<file path="src/errq_pkg.sv">
// Package for the error reporter: error codes, event bit positions, register map.
// Assumes a 32-bit Avalon-MM register bus and a single 125 MHz clock.
package errq_pkg;
  // Error codes, signed 16-bit
  localparam logic signed [15:0] CODE_NONE = 16'sh0000;
  localparam logic signed [15:0] CODE_PROTECTED = -16'sd203;
  localparam logic signed [15:0] CODE_CONFLICT = -16'sd221;
  localparam logic signed [15:0] CODE_HW_FAULT = -16'sd240;
  localparam logic signed [15:0] CODE_HW_MISSING = -16'sd241;
  localparam logic signed [15:0] CODE_PROG_NAME = -16'sd282;
  localparam logic signed [15:0] CODE_PROG_RUNNING = -16'sd284;
  localparam logic signed [15:0] CODE_PROG_SYNTAX = -16'sd285;
  localparam logic signed [15:0] CODE_SYS_CONVERT = -16'sd310;
  localparam logic signed [15:0] CODE_CAL_LOST = -16'sd313;
  localparam logic signed [15:0] CODE_SAVE_LOST = -16'sd314;
  localparam logic signed [15:0] CODE_CONFIG_LOST = -16'sd315;
  localparam logic signed [15:0] CODE_SELFTEST = -16'sd330;
  localparam logic signed [15:0] CODE_OVERFLOW = -16'sd350;
  localparam logic signed [15:0] CODE_COMM = -16'sd360;
  localparam logic signed [15:0] CODE_PARITY = -16'sd361;
  localparam logic signed [15:0] CODE_FRAMING = -16'sd362;
  localparam logic signed [15:0] CODE_OVERRUN = -16'sd363;
  localparam logic signed [15:0] CODE_QUERY = -16'sd400;
  localparam logic signed [15:0] CODE_INTERRUPTED = -16'sd410;
  // Class bounds
  localparam logic signed [15:0] EXEC_LO = -16'sd299;
  localparam logic signed [15:0] EXEC_HI = -16'sd200;
  localparam logic signed [15:0] DEV_LO = -16'sd399;
  localparam logic signed [15:0] DEV_HI = -16'sd300;
  localparam logic signed [15:0] POS_LO = 16'sd1;
  localparam logic signed [15:0] POS_HI = 16'sd32767;
  localparam logic signed [15:0] QRY_LO = -16'sd499;
  localparam logic signed [15:0] QRY_HI = -16'sd400;
  // Event status bit positions
  localparam int ESR_QUERY_BIT = 2;
  localparam int ESR_DEVICE_BIT = 3;
  localparam int ESR_EXEC_BIT = 4;
  localparam int ESR_WIDTH = 8;
  // Number of error sources
  localparam int NSRC = 19;
  // Register byte addresses
  localparam logic [3:0] ADDR_ERR_POP = 4'h0;
  localparam logic [3:0] ADDR_ESR = 4'h4;
  localparam logic [3:0] ADDR_CTRL = 4'h8;
  localparam logic [3:0] ADDR_STATUS = 4'hc;
  // Control bits
  localparam int CTRL_CLS_BIT = 0;
  localparam int CTRL_SELFTEST_BIT = 1;
  localparam logic [31:0] UNMAPPED_DATA = 32'h00000000;
endpackage

</file>
<file path="src/errq_mem.sv">
// Small code store for the error queue; read data come from a register.
// Assumes one writer and one reader on the same clock.
`timescale 1ns/10ps
module errq_mem #(
  parameter int DEPTH = 16,
  parameter int AW = 4
) (
  input wire logic MCLK,
  input wire logic wr_en,
  input wire logic [AW-1:0] wr_addr,
  input wire logic [15:0] wr_data,
  input wire logic [AW-1:0] rd_addr,
  output logic [15:0] rd_data
);
  logic [15:0] mem [DEPTH];

  // Registered read; write-through is not needed since reads lag writes
  always_ff @(posedge MCLK)
  begin
    if (wr_en)
    begin
      mem[wr_addr] <= wr_data;
    end
    rd_data <= mem[rd_addr];
  end
endmodule

</file>
<file path="src/err_reporter.sv">
// Error reporter: turns unit error strobes into signed codes, queues them,
// sets event status class bits, and serves it all over Avalon-MM.
// Assumes error strobes are one-cycle pulses on MCLK from internal units,
// that EVAL_DONE stays high while an execution unit's parameter is final,
// and that the bus master holds each request until waitrequest is low.
//
// The register addresses and the Avalon-MM register port were left to the implementer.
`timescale 1ns/10ps
module err_reporter #(
  parameter int DEPTH = 16
) (
  input wire logic MCLK,
  input wire logic RSTN,
  // Avalon-MM slave
  input wire logic [3:0] ADDRESS,
  input wire logic READ,
  input wire logic WRITE,
  input wire logic [31:0] WRITEDATA,
  input wire logic [3:0] BYTEENABLE,
  output logic [31:0] READDATA,
  output logic WAITREQUEST,
  // Execution control
  input wire logic EVAL_DONE,
  input wire logic CMD_PROTECTED,
  input wire logic SETTING_CONFLICT,
  input wire logic HW_FAULT,
  input wire logic HW_MISSING,
  // Auto-sequence control
  input wire logic PROG_BAD_NAME,
  input wire logic PROG_RUNNING_OP,
  input wire logic PROG_SYNTAX,
  // Serial receiver
  input wire logic RX_PARITY_ERR,
  input wire logic RX_FRAMING_ERR,
  input wire logic RX_OVERRUN,
  input wire logic RX_COMM_ERR,
  // Storage and calibration
  input wire logic SAVE_LOST,
  input wire logic CONFIG_LOST,
  input wire logic CAL_LOST,
  input wire logic CONVERT_FAIL,
  input wire logic SELFTEST_FAIL,
  // Output queue control
  input wire logic QUERY_INTERRUPTED,
  input wire logic QUERY_FAULT,
  // Status to the status-byte logic
  output logic QUEUE_NOT_EMPTY,
  output logic [7:0] EVENT_STATUS
);
  localparam int AW = (DEPTH > 1) ? $clog2(DEPTH) : 1;
  localparam int CW = AW + 1;
  localparam int ESR_W = errq_pkg::ESR_WIDTH;

  // Elaboration check: queue store is addressed by a power of two
  if (DEPTH < 2 || (DEPTH & (DEPTH - 1)) != 0)
  begin : g_bad_depth
    $error("DEPTH must be a power of two, at least 2");
  end

  // Elaboration check: the source and code tables below fill indices 0 to 18
  if (errq_pkg::NSRC != 19)
  begin : g_bad_nsrc
    $error("NSRC must match the written source table");
  end

  // Elaboration check: class flags fill one byte of port and read word
  if (ESR_W != 8)
  begin : g_bad_esr
    $error("ESR_WIDTH must be 8");
  end

  typedef struct packed {
    logic [AW-1:0] wr_ptr;
    logic [AW-1:0] rd_ptr;
    logic [CW-1:0] count;
    logic [ESR_W-1:0] esr;
    logic [31:0] rdata;
    logic waitreq;
    logic rd_pend;
    logic empty_rd;
    logic not_empty;
    logic selftest_mode;
  } state_t;

  state_t cur_ff;
  state_t nxt_ff;

  logic [errq_pkg::NSRC-1:0] src;
  logic [15:0] codes [errq_pkg::NSRC];
  logic [15:0] mem_rd;
  logic mem_we;
  logic [AW-1:0] mem_wa;
  logic [15:0] mem_wd;

  // Class decode of the posted code into the event status bits
  function automatic logic [ESR_W-1:0] class_bits(input logic signed [15:0] c);
    logic [ESR_W-1:0] b;
    b = '0;
    if (c >= errq_pkg::EXEC_LO && c <= errq_pkg::EXEC_HI)
    begin
      b[errq_pkg::ESR_EXEC_BIT] = 1'b1;
    end
    if ((c >= errq_pkg::DEV_LO && c <= errq_pkg::DEV_HI) ||
        (c >= errq_pkg::POS_LO && c <= errq_pkg::POS_HI))
    begin
      b[errq_pkg::ESR_DEVICE_BIT] = 1'b1;
    end
    if (c >= errq_pkg::QRY_LO && c <= errq_pkg::QRY_HI)
    begin
      b[errq_pkg::ESR_QUERY_BIT] = 1'b1;
    end
    return b;
  endfunction

  // Source vector in priority order, index 0 highest
  always_comb
  begin
    // Execution errors wait for evaluation to finish
    src[0] = CMD_PROTECTED & EVAL_DONE;
    src[1] = SETTING_CONFLICT & EVAL_DONE;
    src[2] = HW_FAULT & EVAL_DONE;
    src[3] = HW_MISSING & EVAL_DONE;
    src[4] = PROG_BAD_NAME;
    src[5] = PROG_RUNNING_OP;
    src[6] = PROG_SYNTAX;
    src[7] = RX_PARITY_ERR;
    src[8] = RX_FRAMING_ERR;
    src[9] = RX_OVERRUN;
    // Generic comm fault only when no specific one applies
    src[10] = RX_COMM_ERR & ~(RX_PARITY_ERR | RX_FRAMING_ERR | RX_OVERRUN);
    src[11] = SAVE_LOST;
    src[12] = CONFIG_LOST;
    src[13] = CAL_LOST;
    src[14] = CONVERT_FAIL;
    src[15] = SELFTEST_FAIL;
    src[16] = QUERY_INTERRUPTED;
    src[17] = QUERY_FAULT & ~QUERY_INTERRUPTED;
    src[18] = 1'b0;
  end

  // Code table matching the source vector
  // Slot 18 is spare: its source is tied off and its code is never queued
  assign codes[0] = errq_pkg::CODE_PROTECTED;
  assign codes[1] = errq_pkg::CODE_CONFLICT;
  assign codes[2] = errq_pkg::CODE_HW_FAULT;
  assign codes[3] = errq_pkg::CODE_HW_MISSING;
  assign codes[4] = errq_pkg::CODE_PROG_NAME;
  assign codes[5] = errq_pkg::CODE_PROG_RUNNING;
  assign codes[6] = errq_pkg::CODE_PROG_SYNTAX;
  assign codes[7] = errq_pkg::CODE_PARITY;
  assign codes[8] = errq_pkg::CODE_FRAMING;
  assign codes[9] = errq_pkg::CODE_OVERRUN;
  assign codes[10] = errq_pkg::CODE_COMM;
  assign codes[11] = errq_pkg::CODE_SAVE_LOST;
  assign codes[12] = errq_pkg::CODE_CONFIG_LOST;
  assign codes[13] = errq_pkg::CODE_CAL_LOST;
  assign codes[14] = errq_pkg::CODE_SYS_CONVERT;
  assign codes[15] = errq_pkg::CODE_SELFTEST;
  assign codes[16] = errq_pkg::CODE_INTERRUPTED;
  assign codes[17] = errq_pkg::CODE_QUERY;
  assign codes[18] = errq_pkg::CODE_NONE;

  // Queue store with registered read port
  // Store is not reset; pointers and count alone decide what is valid
  errq_mem #(
    .DEPTH(DEPTH),
    .AW(AW)
  ) u_mem (
    .MCLK(MCLK),
    .wr_en(mem_we),
    .wr_addr(mem_wa),
    .wr_data(mem_wd),
    .rd_addr(cur_ff.rd_ptr),
    .rd_data(mem_rd)
  );

  // Next-state logic: bus, pops, pushes, class bits
  always_comb
  begin
    logic [AW-1:0] wp;
    logic [AW-1:0] rp;
    logic [CW-1:0] cnt;
    logic pop;
    logic cls;
    logic [AW-1:0] last;
    nxt_ff = cur_ff;
    wp = cur_ff.wr_ptr;
    rp = cur_ff.rd_ptr;
    cnt = cur_ff.count;
    pop = 1'b0;
    cls = 1'b0;
    mem_we = 1'b0;
    mem_wa = wp;
    mem_wd = errq_pkg::CODE_NONE;
    // Newest entry sits one below the write pointer, wrapping through zero
    last = wp - AW'(1);
    nxt_ff.waitreq = 1'b1;
    // Read of the queue needs one extra cycle for the store's register
    if (READ && cur_ff.waitreq && !cur_ff.rd_pend)
    begin
      nxt_ff.rd_pend = 1'b1;
      // Emptiness frozen now, so an entry pushed meanwhile waits for the next read
      nxt_ff.empty_rd = (cur_ff.count == '0);
    end
    else if (cur_ff.rd_pend)
    begin
      nxt_ff.rd_pend = 1'b0;
      nxt_ff.waitreq = 1'b0;
      // The master still holds the address, so it selects the answer here
      unique case (ADDRESS)
        errq_pkg::ADDR_ERR_POP:
        begin
          if (cur_ff.empty_rd)
          begin
            nxt_ff.rdata = 32'h00000000;
          end
          else
          begin
            nxt_ff.rdata = {{16{mem_rd[15]}}, mem_rd};
            pop = 1'b1;
          end
        end
        errq_pkg::ADDR_ESR:
        begin
          nxt_ff.rdata = {24'h000000, cur_ff.esr};
          // Reading the event status clears it, like the standard query
          nxt_ff.esr = '0;
        end
        errq_pkg::ADDR_CTRL:
          nxt_ff.rdata = {30'h0, cur_ff.selftest_mode, 1'b0};
        errq_pkg::ADDR_STATUS:
          nxt_ff.rdata = {{(32-CW-1){1'b0}}, cur_ff.count, cur_ff.not_empty};
        default:
          nxt_ff.rdata = errq_pkg::UNMAPPED_DATA;
      endcase
    end
    else if (WRITE && cur_ff.waitreq)
    begin
      // Waitrequest is registered, so the write is only accepted next edge
      nxt_ff.waitreq = 1'b0;
    end
    else if (WRITE)
    begin
      // Acting here keeps the effect on the edge the master completes on
      if (ADDRESS == errq_pkg::ADDR_CTRL && BYTEENABLE[0])
      begin
        cls = WRITEDATA[errq_pkg::CTRL_CLS_BIT];
        nxt_ff.selftest_mode = WRITEDATA[errq_pkg::CTRL_SELFTEST_BIT];
      end
    end
    // Pop; reading the final entry leaves the queue empty
    if (pop)
    begin
      rp = rp + AW'(1);
      cnt = cnt - CW'(1);
    end
    // Clear-status empties queue and event status
    // It runs before the push below, so an error of the same cycle survives
    if (cls)
    begin
      rp = '0;
      wp = '0;
      cnt = '0;
      nxt_ff.esr = '0;
    end
    // Push highest-priority error of this cycle
    // One code per cycle; lower-priority errors of the same cycle are lost
    for (int i = errq_pkg::NSRC - 1; i >= 0; i--)
    begin
      if (src[i])
      begin
        mem_wd = codes[i];
      end
    end
    if (|src)
    begin
      if (cnt == CW'(DEPTH))
      begin
        // Full: newest entry replaced, cause dropped
        mem_we = 1'b1;
        mem_wa = last;
        mem_wd = errq_pkg::CODE_OVERFLOW;
      end
      else
      begin
        mem_we = 1'b1;
        mem_wa = wp;
        wp = wp + AW'(1);
        cnt = cnt + CW'(1);
      end
      // Class bit set wins over a same-cycle clear
      nxt_ff.esr = nxt_ff.esr | class_bits(mem_wd);
    end
    nxt_ff.wr_ptr = wp;
    nxt_ff.rd_ptr = rp;
    nxt_ff.count = cnt;
    nxt_ff.not_empty = (cnt != '0);
  end

  // State register, synchronous reset
  always_ff @(posedge MCLK)
  begin
    if (!RSTN)
    begin
      cur_ff <= '{waitreq: 1'b1, default: '0};
    end
    else
    begin
      cur_ff <= nxt_ff;
    end
  end

  assign READDATA = cur_ff.rdata;
  assign WAITREQUEST = cur_ff.waitreq;
  assign QUEUE_NOT_EMPTY = cur_ff.not_empty;
  assign EVENT_STATUS = cur_ff.esr;
endmodule

</file>
<file path="config.mk">
export PLATFORM = sky130hd
export DESIGN_NAME = err_reporter
export DESIGN_NICKNAME = d
export VERILOG_FILES = /design/src/errq_pkg.sv /design/src/errq_mem.sv /design/src/err_reporter.sv
export SDC_FILE = /design/constraint.sdc
export NUM_CORES = 1
export LEC_CHECK = 0
export BUFFER_PORTS_ARGS = -buffer_cell sky130_fd_sc_hd__buf_2
export CAP_MARGIN = 10
export CELL_PAD_IN_SITES_DETAIL_PLACEMENT = 2
export CELL_PAD_IN_SITES_GLOBAL_PLACEMENT = 2
export CORE_ASPECT_RATIO = 0.7
export CORE_UTILIZATION = 45
export DETAILED_ROUTE_END_ITERATION = 10
export GPL_ROUTABILITY_DRIVEN = 0
export PLACE_DENSITY = 0.88
export SYNTH_ARGS = -nofsm -noshare
export SYNTH_HDL_FRONTEND = slang
export SYNTH_SLANG_ARGS = --single-unit
export TNS_END_PERCENT = 30
</file>
<file path="constraint.sdc">
create_clock -name MCLK -period 9 [get_ports MCLK]
set_input_delay 0.45 -clock MCLK [delete_from_list [all_inputs] [get_ports MCLK]]
set_output_delay 0.45 -clock MCLK [all_outputs]
set_load 0.02 [all_outputs]
</file>
# ---- Yosys cells after proc, flatten, opt, wreduce, memory -nomap -nowiden
# Memories as Yosys holds them, arrays and structs flattened. A register that Yosys moved wholly into a read port is not among the register bits.
# Cells that the tools add are included.
dict set report word_totals {
  reg_bits 58
  mem_bits_rw 256
  inputBits 63
  output_inout_bits 42
  word_cells 119
  n_memories 1
}
dict set report op_classes {
  addsub 5
  magnitude_cmp 8
  eq_ne 4
  n_mux 58
  bitwise 15
  reduce_logical 18
}
# memory depth width read_ports rd_clocked_by_memory_dff wr line_no
set mem_list {}
lappend mem_list {u_mem.mem 16 16 1 1 1 errq_mem.sv:15} ;# logic [15:0] mem [DEPTH];
# op count
set ops {}
lappend ops {{$mux W16} 21}
lappend ops {{$pmux W32 S4} 1}
lappend ops {{$ge A16 B10 Y1 const B} 3}
lappend ops {{$mux W41} 1}
lappend ops {{$mux W40} 1}
lappend ops {{$le A16 B10 Y1 const B} 2}
lappend ops {{$mux W32} 1}
lappend ops {{$mux W8} 3}
lappend ops {{$mux W1} 21}
lappend ops {{$mux W4} 5}
lappend ops {{$mux W5} 4}
lappend ops {{$reduce_or A18 Y1} 1}
lappend ops {{$ge A16 B2 Y1 const B} 1}
lappend ops {{$le A16 B16 Y1 const B} 1}
lappend ops {{$le A16 B9 Y1 const B} 1}
lappend ops {{$add A4 B1 Y4 const B} 2}
lappend ops {{$eq A4 B4 Y1 const B} 2}
lappend ops {{$logic_and A1 B1 Y1} 8}
lappend ops {{$or A8 B5 Y8} 1}
lappend ops {{$and A1 B1 Y1} 6}
lappend ops {{$not A1 Y1} 6}
lappend ops {{$add A5 B1 Y5 const B} 1}
lappend ops {{$eq A5 B5 Y1 const B} 1}
lappend ops {{$logic_not A5 Y1} 1}
lappend ops {{11 further kinds} 13}

# ---- Depth between registers and ports, before layout
dict set report depth {
  word_depth 29
  depth_mapped 13
  mapped_depth_nobuf 11
}

# ---- By module
# Synthesis repeated with hierarchy kept, for this count alone.
dict set report hier_totals {
  hier_cells 797
  hier_area_um2 12852.3
}
# mod instances cells_each area_per_inst_um2 seq_area_each_um2
set modules_own_cells {}
lappend modules_own_cells {errq_mem 1 432 10043.4 8007.7}
lappend modules_own_cells {err_reporter 1 365 2808.9 740.7}

# ---- Worst setup path after synthesis
# OpenSTA, ideal clock, no wires.
dict set report synth_timing {
  kind {input -> register}
  startpoint {input ADDRESS[3]}
  endpoint {memory u_mem.mem[11][0], enable pin}
  setup_time_ps 393
  arrival_time_ps 3745
  t_required_ps 8607
  path_slack_ps 4862
  cell_stages 11
  n_path_buf 2
  path_cell_list {clkbuf_1 -> nor4b_1 -> nand3_1 -> clkbuf_1 -> nand2_1 -> ha_1 -> and2_1 -> nand3_1 -> or3_1 -> or3_1 -> a211oi_1}
}
dict set report synth_between {
  elab_chain_cells 11
  elab_cells_between_ends 17
  cone_classes {eq/ne (2); mux (13); reduce/logical (2)}
}
# item line_no
set synth_lines {}
lappend synth_lines {{start, declared} err_reporter.sv:15} ;# input wire logic [3:0] ADDRESS,
lappend synth_lines {{$eq A4 B4 Y1} err_reporter.sv:245} ;# if (ADDRESS == errq_pkg::ADDR_CTRL && BYTEENABLE[0])
lappend synth_lines {{$logic_and A1 B1 Y1} err_reporter.sv:245}
lappend synth_lines {{$mux W1} err_reporter.sv:245}
lappend synth_lines {{$mux W1} err_reporter.sv:242} ;# else if (WRITE)
lappend synth_lines {{$mux W1} err_reporter.sv:237} ;# else if (WRITE && cur_ff.waitreq)
lappend synth_lines {{$mux W1} err_reporter.sv:205} ;# else if (cur_ff.rd_pend)
lappend synth_lines {{$mux W1} err_reporter.sv:199} ;# if (READ && cur_ff.waitreq && !cur_ff.rd_pend)
lappend synth_lines {{$mux W5} err_reporter.sv:259} ;# if (cls)
lappend synth_lines {{$eq A5 B5 Y1} err_reporter.sv:277} ;# if (cnt == CW'(DEPTH))
lappend synth_lines {{$mux W4 *} err_reporter.sv:277}
lappend synth_lines {{$mux W4 *} err_reporter.sv:275} ;# if (|src)
lappend synth_lines {{end, declared} errq_mem.sv:15}
# Every way passes the cells marked *; elsewhere a longest branch is shown, timed or not.

# ---- Final worst setup path
dict set report layout_timing {
  startpoint {register cur_ff[3] in the netlist's numbering}
  endpoint {memory u_mem.mem[1][5], enable pin}
}
dict set report layout_between {
  elab_chain_cells 8
  elab_cells_between_ends 12
  cone_classes {eq/ne (1); mux (9); reduce/logical (2)}
}
# item line_no
set layout_lines {}
lappend layout_lines {{start, declared} err_reporter.sv:85} ;# state_t cur_ff;
lappend layout_lines {{start signal, assigned} err_reporter.sv:309} ;# cur_ff <= nxt_ff;
lappend layout_lines {{$logic_not A1 Y1} err_reporter.sv:199}
lappend layout_lines {{$logic_and A1 B1 Y1} err_reporter.sv:199}
lappend layout_lines {{$mux W1} err_reporter.sv:199}
lappend layout_lines {{$mux W5} err_reporter.sv:252} ;# if (pop)
lappend layout_lines {{$mux W5} err_reporter.sv:259}
lappend layout_lines {{$eq A5 B5 Y1} err_reporter.sv:277}
lappend layout_lines {{$mux W4 *} err_reporter.sv:277}
lappend layout_lines {{$mux W4 *} err_reporter.sv:275}
# Marked as above.

==> flow_summary.ini <==
[logic_synthesis]
netlist-cell-type-count = 59
synthCells = 594
synthSimpleGateAreaFrac = 0.0748
synth_top_family_by_area = multiplexers
synth_fa_ha_area_frac = 0.00989
synth_edf_count = 160
synth.mux.area_fraction = 0.134
synth-seq-cells = 201
syn_avg_cell_area_um2 = 14.9
ys.flop_type = edfxtp_1
synthArstFlopShare = 0
ys_seq_area_frac = 0.635
synth_xor_area_frac = 0.00692
syn_area_um2 = 8860
ys_warn_count = 0
synth-compound-area-share = 0.0881

[clock_network]
cts-resized-gates = 0
post_cts.repair.setup_buffers = 0
clk_latency_ns = 0.50
cts.path.max_buffers = 3
cts_tree = built
cts_sinks = 201
cts_buffers = 20
htreeDepth = 1
cts-root-buf = clkbuf_16
clk_pin_slew_ns = 0.06
hold_buffers = 0

[floorplan]
die_h_um = 119
core_area_um2 = 19100
num_io_pins = 105
dieArea_um2 = 20300
num_rows = 42
start_util = 0.464
die_w_um = 170

[drt]
first_pass_iters = 5
vias = 5726
vias_per_cell = 6.24
wirelength_um = 27500
ant_nets = 0
drc_errors = 0
initialDrtViolationCount = 574
routedWlPerCell_um = 30.0

[worst_setup_path]
ff2ff_path_depth = 10
crit_type = flop to flop
regToRegSetupSlack_ns = 3.24
cp.arrival_ns = 5.94
reg2reg_from = cur_ff[3]
crit_path_max_fanout = 26
required_ns = 9.18
critPathCaptureType = flop
rr_endpoint = u_mem.mem[1][5]
cp-start-kind = flop

[grt]
antenna_found_initial = 0
grt_first_pass_wirelength_um = 40500
gr-total-overflow = 0
grt_pass1_vias = 6099
grt_max_degree = 44
grt_usage = 0.280

[sta]
worst_pin_slew_ns = 1.15
min_period_ns = 5.76
relSlewSlack = 0.231
finalSetupViolCount = 0
rsz0062_at_grt = no
skew_ns = 0.0226
timing_hold_violations_final = 0
whs_ns = 0.233
setup_tns_ns = 0
drv_slew = 0
fmax_ghz = 0.174
final.period_utilization = 0.640

[placed_design]
dp_hpwl_um = 18500
io_buffers = 66

[finish]
multi_input_area_um2 = 2800
area_delta_synth_final_pct = 12.2
num-nets-final = 709
num-fill-cells = 1758
final_layout_size_suffix_gt1_frac = 0.274
final-seq-area_um2 = 5630

[min_path]
hold_start = WRITEDATA[1]
worstHoldPathCells = 3
min_to = cur_ff[0]
holdCritPathClass = primary input to flop

[power_and_ir_drop]
vdd_drop_max_mv = 0.111
p_per_area_nw_per_um2 = 205
power.leakage_uw = 0.00334

[job]
maxCapViolations = 0

[run_status]
status = completed
==> synthesized netlist by cell type, types with 3 or more instances <==
cell / instances / area (µm²)
dfxtp_1: 41 / 821
a21oi_1: 25 / 125
xnor2_1: 3 / 26.3
xor2_1: 4 / 35.0
nor4_1: 6 / 37.5
a22oi_1: 4 / 30.0
nand3_1: 12 / 60.1
o21ai_0: 18 / 90.1
o31ai_1: 5 / 37.5
clkbuf_1: 24 / 90.1
inv_1: 10 / 37.5
edfxtp_1: 160 / 4800
a31oi_1: 5 / 31.3
nor2_1: 41 / 154
buf_1: 5 / 18.8
mux2i_1: 6 / 60.1
a311oi_1: 3 / 26.3
a211oi_1: 20 / 150
nor3_1: 12 / 60.1
nand4_1: 4 / 25.0
mux4_2: 50 / 1130
ha_1: 7 / 87.6
or3_1: 8 / 50.1
nand2_1: 16 / 60.1
nand2b_1: 7 / 43.8
and3b_1: 3 / 26.3
buf_4: 40 / 300
and3_1: 5 / 31.3
o211ai_1: 7 / 52.6
==> stage by stage <==
step	setup WS, ns	utilization	total power (µW)	cells	area, µm²
final	3.24	0.521	2030	918	9940
after global routing	3.20	0.521	2080	917	9940
after CTS	3.60	0.520	2040	915	9920
after detailed placement	3.69	0.487	1230	879	9280
after global placement	4.42	0.487	1200	879	9280
after floorplan	4.86	-	1160	598	8870
==> worst max path at each step <==
stage          slack, ns                to        from  cells past startpoint
2_1_floorplan       4.86  u_mem.mem[11][0]  ADDRESS[3]                     11
5_1_grt             3.20   u_mem.mem[1][5]   cur_ff[3]                     10
3_5_place_dp        3.69   u_mem.mem[1][4]  ADDRESS[3]                     11
4_1_cts             3.60   u_mem.mem[1][5]   cur_ff[3]                     10
3_3_place_gp        4.42   u_mem.mem[1][8]  ADDRESS[3]                     11
6_report            3.24   u_mem.mem[1][5]   cur_ff[3]                     10
==> power by group <==
group	switching, µW	leakage (µW)	internal (µW)
Clock	349	0.000313	470
Combinational	105	0.00122	52.2
Sequential	20.3	0.00180	1040
Total	474	0.00334	1560
==> final cells by class <==
| class | count | area share |
|---|---|---|
| Sequential cell | 201 | 0.566 |
| Multi-Input combinational cell | 317 | 0.282 |
| Clock buffer | 25 | 0.0564 |
| Timing Repair Buffer | 89 | 0.0506 |
| Tap cell | 264 | 0.0332 |
| Clock inverter | 11 | 0.00768 |
| Inverter | 10 | 0.00378 |
| Antenna cell | 1 | 0.000252 |
==> registers in the layout, summed over array words and instances (netlist names) <==
| register | flops |
|---|---|
| EVENT_STATUS | 3 |
| QUEUE_NOT_EMPTY | 1 |
| READDATA | 10 |
| WAITREQUEST | 1 |
| cur_ff | 16 |
| u_mem.mem | 160 |
| u_mem.rd_data | 10 |
==> logic make-up (layout without fill, tap and decap cells) <==
family / after synthesis / in the layout
adder cells (fa/ha/maj): 7 / 7
flip-flops: 201 / 201
other: 1 / 6
AND/OR/NAND/NOR: 128 / 128
XOR/XNOR: 7 / 7
multiplexers: 56 / 56
buffers and inverters: 80 / 135
AO/OA/AOI/OAI: 114 / 114
==> worst max-delay path, stage by stage (launching register included) <==
cell      delay [ns]
dfxtp_1         0.58
nor4bb_1        0.87
nand3_1         0.76
nand2_1         0.37
ha_1            0.21
and2_1          0.17
nand3_1         0.28
nor3_1          0.88
nand3_1         0.38
a211oi_1        0.58
buf_4           0.34
==> metal layers <==
layer,part of all wire,global-route usage,vias to the layer above
met5,0,0,-
met4,0.027,0.0783,0
met3,0.064,0.0412,56
met2,0.49,0.468,271
met1,0.42,0.383,2988
li1,-,-,2411
==> layout by cell type (no fill, tap or decap), drive strengths merged, types with 12 or more instances in the layout <==
cell | synthesis | final
nor3 | 12 | 12
buf | 46 | 89
dfxtp | 41 | 41
a21oi | 25 | 25
a211oi | 20 | 20
clkbuf | 24 | 25
nand2 | 16 | 16
nand3 | 12 | 12
o21ai | 18 | 18
nor2 | 41 | 41
edfxtp | 160 | 160
mux4 | 50 | 50
Power figures use the tool's default switching activity.
